--- src/shared/ldo_ctrl_pkg.sv ---
package ldo_ctrl_pkg;

   // ------------------------------------------------------------
   // Bus geometry
   // ------------------------------------------------------------
   localparam int ADDR_W = 4;
   localparam int DATA_W = 32;

   // ------------------------------------------------------------
   // Register byte offsets
   // ------------------------------------------------------------
   localparam logic [ADDR_W-1:0] OFF_CTRL = 4'h0;
   localparam logic [ADDR_W-1:0] OFF_VOUT = 4'h4;
   localparam logic [ADDR_W-1:0] OFF_STATUS = 4'h8;
   localparam logic [ADDR_W-1:0] OFF_MASK = 4'hc;

   // ------------------------------------------------------------
   // Control register fields
   // ------------------------------------------------------------
   localparam int CTRL_ENABLE_BIT = 0;
   localparam int CTRL_STANDBY_BIT = 1;
   localparam int CTRL_SLEEP_BIT = 2;
   localparam int CTRL_LOWPWR_BIT = 3;
   localparam int CTRL_SHUTDOWN_BIT = 4;
   localparam int CTRL_W = 5;

   // ------------------------------------------------------------
   // Status / mask register fields
   // ------------------------------------------------------------
   localparam int STAT_FAULT_BIT = 0;
   localparam int STAT_W = 1;

   // ------------------------------------------------------------
   // Voltage code and set points (millivolts)
   // ------------------------------------------------------------
   localparam int VCODE_W = 4;
   localparam int MV_W = 12;
   localparam logic [MV_W-1:0] VOUT_BASE_MV = 12'd1800;
   localparam logic [MV_W-1:0] VOUT_STEP_MV = 12'd100;

   // ------------------------------------------------------------
   // Reset values
   // ------------------------------------------------------------
   localparam logic [CTRL_W-1:0] CTRL_RESET = 5'h00;
   localparam logic [VCODE_W-1:0] VOUT_RESET = 4'h0;
   localparam logic [STAT_W-1:0] STAT_RESET = 1'h0;
   localparam logic [STAT_W-1:0] MASK_RESET = 1'h0;

   // ------------------------------------------------------------
   // Power states and operating modes
   // ------------------------------------------------------------
   typedef enum logic [1:0] {
      PST_RUN = 2'h0,
      PST_STANDBY = 2'h1,
      PST_SLEEP = 2'h2
   } power_state_t;

   typedef enum logic [1:0] {
      MODE_OFF = 2'h0,
      MODE_ON = 2'h1,
      MODE_LOW_POWER = 2'h2
   } op_mode_t;

endpackage

--- src/core/ldo_mode_decode.sv ---
`timescale 1ns/1ps
`default_nettype none

module ldo_mode_decode
   import ldo_ctrl_pkg::*;
(
   // Power state and control bits
   input wire logic [1:0] power_state,
   input wire logic reg_enable,
   input wire logic standby_enable,
   input wire logic sleep_mode_enable,
   input wire logic low_power_select,
   // Decoded mode
   output op_mode_t mode
);

   always_comb begin
      mode = MODE_OFF;
      if (reg_enable) begin
         case (power_state)
            PST_RUN: mode = MODE_ON;
            PST_STANDBY: begin
               if (standby_enable) begin
                  mode = low_power_select ? MODE_LOW_POWER : MODE_ON;
               end
            end
            PST_SLEEP: begin
               if (sleep_mode_enable) begin
                  mode = low_power_select ? MODE_LOW_POWER : MODE_ON;
               end
            end
            default: mode = MODE_OFF;
         endcase
      end
   end

endmodule // ldo_mode_decode

`default_nettype wire

--- src/core/ldo_vout_decode.sv ---
`timescale 1ns/1ps
`default_nettype none

module ldo_vout_decode
   import ldo_ctrl_pkg::*;
(
   // Code in
   input wire logic [VCODE_W-1:0] vout_code,
   // Set point out
   output logic [MV_W-1:0] vout_mv
);

   // Linear set point: base plus one step per code
   function automatic logic [MV_W-1:0] code_to_mv(input logic [VCODE_W-1:0] code);
      logic [MV_W-1:0] step;
      step = MV_W'(code) * VOUT_STEP_MV;
      return MV_W'(VOUT_BASE_MV + step);
   endfunction

   always_comb begin
      vout_mv = code_to_mv(vout_code);
   end

endmodule // ldo_vout_decode

`default_nettype wire

--- src/core/ldo_regulator_control.sv ---
// What this block does
// - Voltage code 0 gives 1.80 V, each step adds 0.1 V, up to 3.30 V.
// - In run state the regulator follows the enable bit alone.
// - Standby with enable: off unless standby bit; low power when low-power bit.
// - Sleep with enable: off unless sleep-mode bit; low power when low-power bit.
// - Overcurrent switches the regulator into current-limit regulation while it is enabled.
// - With shutdown bit set, overcurrent clears enable and raises the fault flag.
// - The fault interrupt is blocked while its mask bit is set.
// - With shutdown bit clear, overcurrent keeps enable and stays in current limit.
// - The shutdown-on-overcurrent bit resets to zero.
// - Every overload sets the fault flag regardless of the shutdown bit.
// - Discharge pull-down on while disabled or while processor reset is low.
`timescale 1ns/1ps
`default_nettype none

module ldo_regulator_control
   import ldo_ctrl_pkg::*;
(
   // Clock and reset
   input wire logic clk_sys,
   input wire logic rst,
   // Avalon-MM slave
   input wire logic [ADDR_W-1:0] avs_address,
   input wire logic avs_read,
   input wire logic avs_write,
   input wire logic [DATA_W-1:0] avs_writedata,
   input wire logic [3:0] avs_byteenable,
   output logic [DATA_W-1:0] avs_readdata,
   output logic avs_waitrequest,
   // Power state and analog status
   input wire logic [1:0] power_state,
   input wire logic overcurrent,
   input wire logic processor_reset_out_n,
   // Regulator controls
   output logic reg_enable,
   output logic reg_low_power,
   output logic current_limit_mode,
   output logic discharge_en,
   output logic [VCODE_W-1:0] vout_code,
   output logic [MV_W-1:0] vout_mv,
   // Interrupt
   output logic irq
);

   // ------------------------------------------------------------
   // Overcurrent synchroniser and edge detect
   // ------------------------------------------------------------
   logic [1:0] oc_sync_q, oc_sync_d;
   logic oc_prev_q, oc_prev_d;
   logic oc_s, oc_rise;

   always_comb begin
      oc_sync_d = {oc_sync_q[0], overcurrent};
      oc_prev_d = oc_sync_q[1];
   end

   always_ff @(posedge clk_sys) begin
      if (rst) begin
         oc_sync_q <= 2'h0;
         oc_prev_q <= 1'b0;
      end else begin
         oc_sync_q <= oc_sync_d;
         oc_prev_q <= oc_prev_d;
      end
   end

   assign oc_s = oc_sync_q[1];
   // Only a fresh rise counts as a fault event
   assign oc_rise = oc_s & ~oc_prev_q;

   // ------------------------------------------------------------
   // Processor reset pin synchroniser
   // ------------------------------------------------------------
   logic [1:0] rstn_sync_q, rstn_sync_d;
   logic rstn_s;

   always_comb begin
      rstn_sync_d = {rstn_sync_q[0], processor_reset_out_n};
   end

   always_ff @(posedge clk_sys) begin
      if (rst) begin
         rstn_sync_q <= 2'h3;
      end else begin
         rstn_sync_q <= rstn_sync_d;
      end
   end

   assign rstn_s = rstn_sync_q[1];

   // ------------------------------------------------------------
   // Power state synchroniser with stability filter
   // ------------------------------------------------------------
   // Skewed two-bit codes held off until two samples agree
   logic [1:0] pst_meta_q, pst_meta_d;
   logic [1:0] pst_sync_q, pst_sync_d;
   logic [1:0] pst_last_q, pst_last_d;
   logic [1:0] pst_q, pst_d;

   always_comb begin
      pst_meta_d = power_state;
      pst_sync_d = pst_meta_q;
      pst_last_d = pst_sync_q;
      pst_d = pst_q;
      if (pst_sync_q == pst_last_q) begin
         pst_d = pst_sync_q;
      end
   end

   always_ff @(posedge clk_sys) begin
      if (rst) begin
         pst_meta_q <= 2'h0;
         pst_sync_q <= 2'h0;
         pst_last_q <= 2'h0;
         pst_q <= 2'h0;
      end else begin
         pst_meta_q <= pst_meta_d;
         pst_sync_q <= pst_sync_d;
         pst_last_q <= pst_last_d;
         pst_q <= pst_d;
      end
   end

   // ------------------------------------------------------------
   // Bus handshake
   // ------------------------------------------------------------
   logic ack_q, ack_d;
   logic req;
   logic wr_hit;
   logic rd_hit;

   // One wait state on every access, mapped or not
   assign req = (avs_read | avs_write) & ~ack_q;
   assign wr_hit = avs_write & ~ack_q & avs_byteenable[0];
   assign rd_hit = avs_read & ~ack_q;

   always_comb begin
      ack_d = req;
   end

   always_ff @(posedge clk_sys) begin
      if (rst) begin
         ack_q <= 1'b0;
      end else begin
         ack_q <= ack_d;
      end
   end

   assign avs_waitrequest = req;

   // ------------------------------------------------------------
   // Control, voltage and mask registers
   // ------------------------------------------------------------
   logic [CTRL_W-1:0] ctrl_q, ctrl_d;
   logic [VCODE_W-1:0] vout_q, vout_d;
   logic [STAT_W-1:0] mask_q, mask_d;

   always_comb begin
      ctrl_d = ctrl_q;
      vout_d = vout_q;
      mask_d = mask_q;
      if (wr_hit) begin
         case (avs_address)
            OFF_CTRL: ctrl_d = avs_writedata[CTRL_W-1:0];
            OFF_VOUT: vout_d = avs_writedata[VCODE_W-1:0];
            OFF_MASK: mask_d = avs_writedata[STAT_W-1:0];
            default: ;
         endcase
      end
      // Shutdown wins over a software write in the same cycle
      if (oc_rise && ctrl_q[CTRL_SHUTDOWN_BIT]) begin
         ctrl_d[CTRL_ENABLE_BIT] = 1'b0;
      end
   end

   always_ff @(posedge clk_sys) begin
      if (rst) begin
         ctrl_q <= CTRL_RESET;
         vout_q <= VOUT_RESET;
         mask_q <= MASK_RESET;
      end else begin
         ctrl_q <= ctrl_d;
         vout_q <= vout_d;
         mask_q <= mask_d;
      end
   end

   // ------------------------------------------------------------
   // Fault status
   // ------------------------------------------------------------
   logic [STAT_W-1:0] status_q, status_d;

   always_comb begin
      status_d = status_q;
      if (rd_hit && (avs_address == OFF_STATUS)) begin
         status_d = STAT_RESET; // Read clears
      end
      // Set wins over a clearing read in the same cycle
      if (oc_rise) begin
         status_d[STAT_FAULT_BIT] = 1'b1;
      end
   end

   always_ff @(posedge clk_sys) begin
      if (rst) begin
         status_q <= STAT_RESET;
      end else begin
         status_q <= status_d;
      end
   end

   // ------------------------------------------------------------
   // Read data
   // ------------------------------------------------------------
   logic [DATA_W-1:0] rdata_q, rdata_d;

   always_comb begin
      rdata_d = rdata_q;
      if (rd_hit) begin
         // Unmapped offsets read as zero
         case (avs_address)
            OFF_CTRL: rdata_d = DATA_W'(ctrl_q);
            OFF_VOUT: rdata_d = DATA_W'(vout_q);
            OFF_STATUS: rdata_d = DATA_W'(status_q);
            OFF_MASK: rdata_d = DATA_W'(mask_q);
            default: rdata_d = '0;
         endcase
      end
   end

   always_ff @(posedge clk_sys) begin
      if (rst) begin
         rdata_q <= '0;
      end else begin
         rdata_q <= rdata_d;
      end
   end

   assign avs_readdata = rdata_q;

   // ------------------------------------------------------------
   // Interrupt
   // ------------------------------------------------------------
   assign irq = |(status_q & ~mask_q);

   // ------------------------------------------------------------
   // Mode decode and outputs
   // ------------------------------------------------------------
   op_mode_t mode;

   ldo_mode_decode u_mode (
      .power_state(pst_q),
      .reg_enable(ctrl_q[CTRL_ENABLE_BIT]),
      .standby_enable(ctrl_q[CTRL_STANDBY_BIT]),
      .sleep_mode_enable(ctrl_q[CTRL_SLEEP_BIT]),
      .low_power_select(ctrl_q[CTRL_LOWPWR_BIT]),
      .mode(mode)
   );

   ldo_vout_decode u_vout (
      .vout_code(vout_q),
      .vout_mv(vout_mv)
   );

   // ------------------------------------------------------------
   // Regulator output registers
   // ------------------------------------------------------------
   logic on_q, on_d;
   logic lp_q, lp_d;
   logic cl_q, cl_d;
   logic dis_q, dis_d;

   always_comb begin
      on_d = (mode != MODE_OFF);
      lp_d = (mode == MODE_LOW_POWER);
      // Current limit only while the regulator runs
      cl_d = on_d & oc_s;
      // Pull-down also while the processor is held in reset
      dis_d = ~on_d | ~rstn_s;
   end

   always_ff @(posedge clk_sys) begin
      if (rst) begin
         on_q <= 1'b0;
         lp_q <= 1'b0;
         cl_q <= 1'b0;
         dis_q <= 1'b1;
      end else begin
         on_q <= on_d;
         lp_q <= lp_d;
         cl_q <= cl_d;
         dis_q <= dis_d;
      end
   end

   // ------------------------------------------------------------
   // Output drive
   // ------------------------------------------------------------
   assign reg_enable = on_q;
   assign reg_low_power = lp_q;
   assign current_limit_mode = cl_q;
   assign discharge_en = dis_q;
   assign vout_code = vout_q;

endmodule // ldo_regulator_control

`default_nettype wire

--- config.mk ---
export PLATFORM = sky130hd
export DESIGN_NAME = ldo_regulator_control
export DESIGN_NICKNAME = d
export VERILOG_FILES = /design/src/shared/ldo_ctrl_pkg.sv /design/src/core/ldo_mode_decode.sv /design/src/core/ldo_vout_decode.sv /design/src/core/ldo_regulator_control.sv
export SDC_FILE = /design/constraint.sdc
export NUM_CORES = 1
export LEC_CHECK = 0
export BUFFER_PORTS_ARGS = -buffer_cell sky130_fd_sc_hd__buf_4
export CAP_MARGIN = 20
export CORE_MARGIN = 4
export CORE_UTILIZATION = 40
export CTS_CLUSTER_SIZE = 16
export DETAILED_ROUTE_END_ITERATION = 6
export PLACE_DENSITY = 0.89
export SLEW_MARGIN = 25
export SYNTH_ARGS = -nofsm -noshare
export SYNTH_HDL_FRONTEND = slang
export SYNTH_SLANG_ARGS = --single-unit
--- constraint.sdc ---
create_clock -name clk_sys -period 2.9 [get_ports clk_sys]
set_clock_uncertainty 0.05 [all_clocks]
set_input_delay 0.87 -clock clk_sys [delete_from_list [all_inputs] [get_ports clk_sys]]
set_output_delay 0.87 -clock clk_sys [all_outputs]
set_load 0.1 [all_outputs]
==> metrics.txt <==
area leader, netlist dfxtp_1; status finished with violations; Post-DRT Antenna Nets 0; most frequent cell after synthesis dfxtp_1; Root Driver clkbuf_8; CTS tree built; CP required 1.98 ns; number of antenna violations at the first check in global routing 0; top_reg_cell synth dfxtp_1; failing checks setup timing; Mean Syn Cell Area 8.95 µm²; H-tree depth 2; fin crit period 3.31 ns; Hold Buf Count CTS 0; first-pass GRT wire length 6690 µm; dpl cells 306; critical path fanouts, max 4; CTS Buffer Depth 2; Mapped Cells 200; Die W 74.9 µm; CTS clk-pin slew, worst paths 0.07 ns; drt initial violations 29; Worst EP arrival 2.39 ns; CP startpoint kind register; largest family of logic cells by synthesized area simple AND/OR/NAND/NOR gates; Starting Density 41.1%; nets@finish 324; full die area 5610 µm²; Core Footprint 4350 µm²; vias in the first global route 1517; IO buf count 42; #FFs+latches synth 34; total CTS buffers 5; maximum vdd drop 0.486 mV; post-synth cell types 35; Die H 74.9 µm; RD Place Congestion 0.773; wire per inst 13.2 µm; post-synthesis compound-gate area fraction 9.65%; main area contributors after synthesis dfxtp_1, buf_4, ha_1, mux2i_1, nor2b_1; WS Path Type register to output port; ANT cells 0; Hold Worst Slack 0.314 ns; Max-Cap Viols 0; Post-synth EDFFs 0; synth cell count leaders dfxtp_1, buf_4, nor2_1; DP HPWL 3100 µm; fin cells 319; Vias 1517; DRC violations left 0; Final Hold Viols 0; sequential share of the synthesized area 38.0%; Clock Latency Late Sink 0.29 ns; post-route clock period utilization 114%; crit end category output port; HP Class register to register; Post-Synth Simple-Gate Area 18.2%; mux cell area share after synthesis 6.15%; Sink Count 34; fin. max-slew vios 0; layout cells sized above 1 40.4%; PwrDens 450 nW/µm²; post-synth top area share 38.0%; min setup slack post-route -0.413 ns; setup TNS -1.83 ns; row cnt 24; Via density 4.76; P_leak 0.00125 µW; maximum number of pins on one net before global-route repair 32; drt first pass iters 4; YS warnings 0; io pins 102; XOR/XNOR Fraction of Synth Area 4.90%; Adder-Cell Fraction of Synth Area 7.41%; global route overflow 0; Final Util 62.2%; Layout area overhead 51.5%; GR Util All Layers 16.0%; FMAX 0.302 GHz; Synth async-reset ratio 0%; wirelength, routed 4220 µm; unrepaired setup endpoints after global routing yes; Final setup viols 5; Cell Area, Synth 1790 µm²
[state kept, by name (all words and copies together), names as in the netlist, 2 cells and up]
signal / flops
ctrl_q: 5
pst_last_q: 2
pst_last_d: 2
pst_meta_q: 2
oc_sync_q: 2
avs_readdata: 5
vout_code: 4
rstn_sync_q: 2
pst_q: 2
[power breakdown]
part,switching [µW],internal (µW),leakage [µW]
clock,169,297,0.0000678
combinational,230,44.8,0.000906
sequential,5.54,473,0.000280
[cells by family after synthesis]
family                   Yosys count
flip-flops                        34
XOR/XNOR                          10
adder cells (fa/ha/maj)           10
multiplexers                      11
other                              1
AO/OA/AOI/OAI                     29
buffers and inverters             43
AND/OR/NAND/NOR                   62
[cells in the final DEF (no fill, tap or decap), types with 3 or more instances in the layout]
cell       n
xnor2_4    5
nor3_1     4
clkbuf_8   6
o21ai_0    6
buf_6      5
dfxtp_4    4
dfxtp_1   30
buf_12     4
ha_4       5
buf_4     58
mux2i_1   11
nand2_1   10
inv_1      4
ha_1       4
a21oi_1   11
nor2b_1   13
a21o_1     3
conb_1    29
nand2b_1   3
nor2_1    14
[critical path: stages (launching register included)]
cell and delay, ns:
dfxtp_4 0.37, ha_4 0.25, ha_4 0.16, fa_2 0.37, buf_6 0.14, xnor2_4 0.16, o21ai_2 0.09, or3b_4 0.39
buf_12 0.17
[metrics by stage]
stage	setup slack (ns)	instance area, µm²	total power (µW)
floorplan	-0.572	2120	751
global placement	-0.193	2400	754
detailed placement	-0.222	2400	756
CTS	-0.417	2700	1230
global route	-0.460	2710	1270
finish	-0.413	2710	1220
[final timing paths]
kind                             start                      end  slack (ns)  cells after the start
min reg2reg  rstn_sync_q[1]$_SDFF_PP1_  discharge_en$_SDFF_PP1_        0.31                      1
max reg2reg           ack_q$_SDFF_PP0_   ctrl_q[0]$_SDFFE_PP0P_        1.41                      4
max          vout_code[1]$_SDFFE_PP0P_              vout_mv[11]       -0.41                      8
min          rstn_sync_q[1]$_SDFF_PP1_  discharge_en$_SDFF_PP1_        0.31                      1
[cell type report]
cell class,instances,area (µm²)
Clock buffer,8,133
Fill cell,332,1640
Inverter,6,22.5
Multi-Input combinational cell,151,1210
Sequential cell,34,696
Tap cell,52,65.1
Timing Repair Buffer,68,587
[repair_timing]
action,CTS,global route
resized for setup,27,1
pin swaps,10,3
setup endpoints to repair,5,5
buffers inserted,4,1
[per-layer routing]
layer,vias up,GRT usage (%),share of wire (%)
li1,738,-,-
met3,4,5.07,5.9
met1,719,16.2,37
met2,56,29.8,56
met5,-,0,0
met4,0,6.72,1.0
Power figures use the tool's default switching activity.
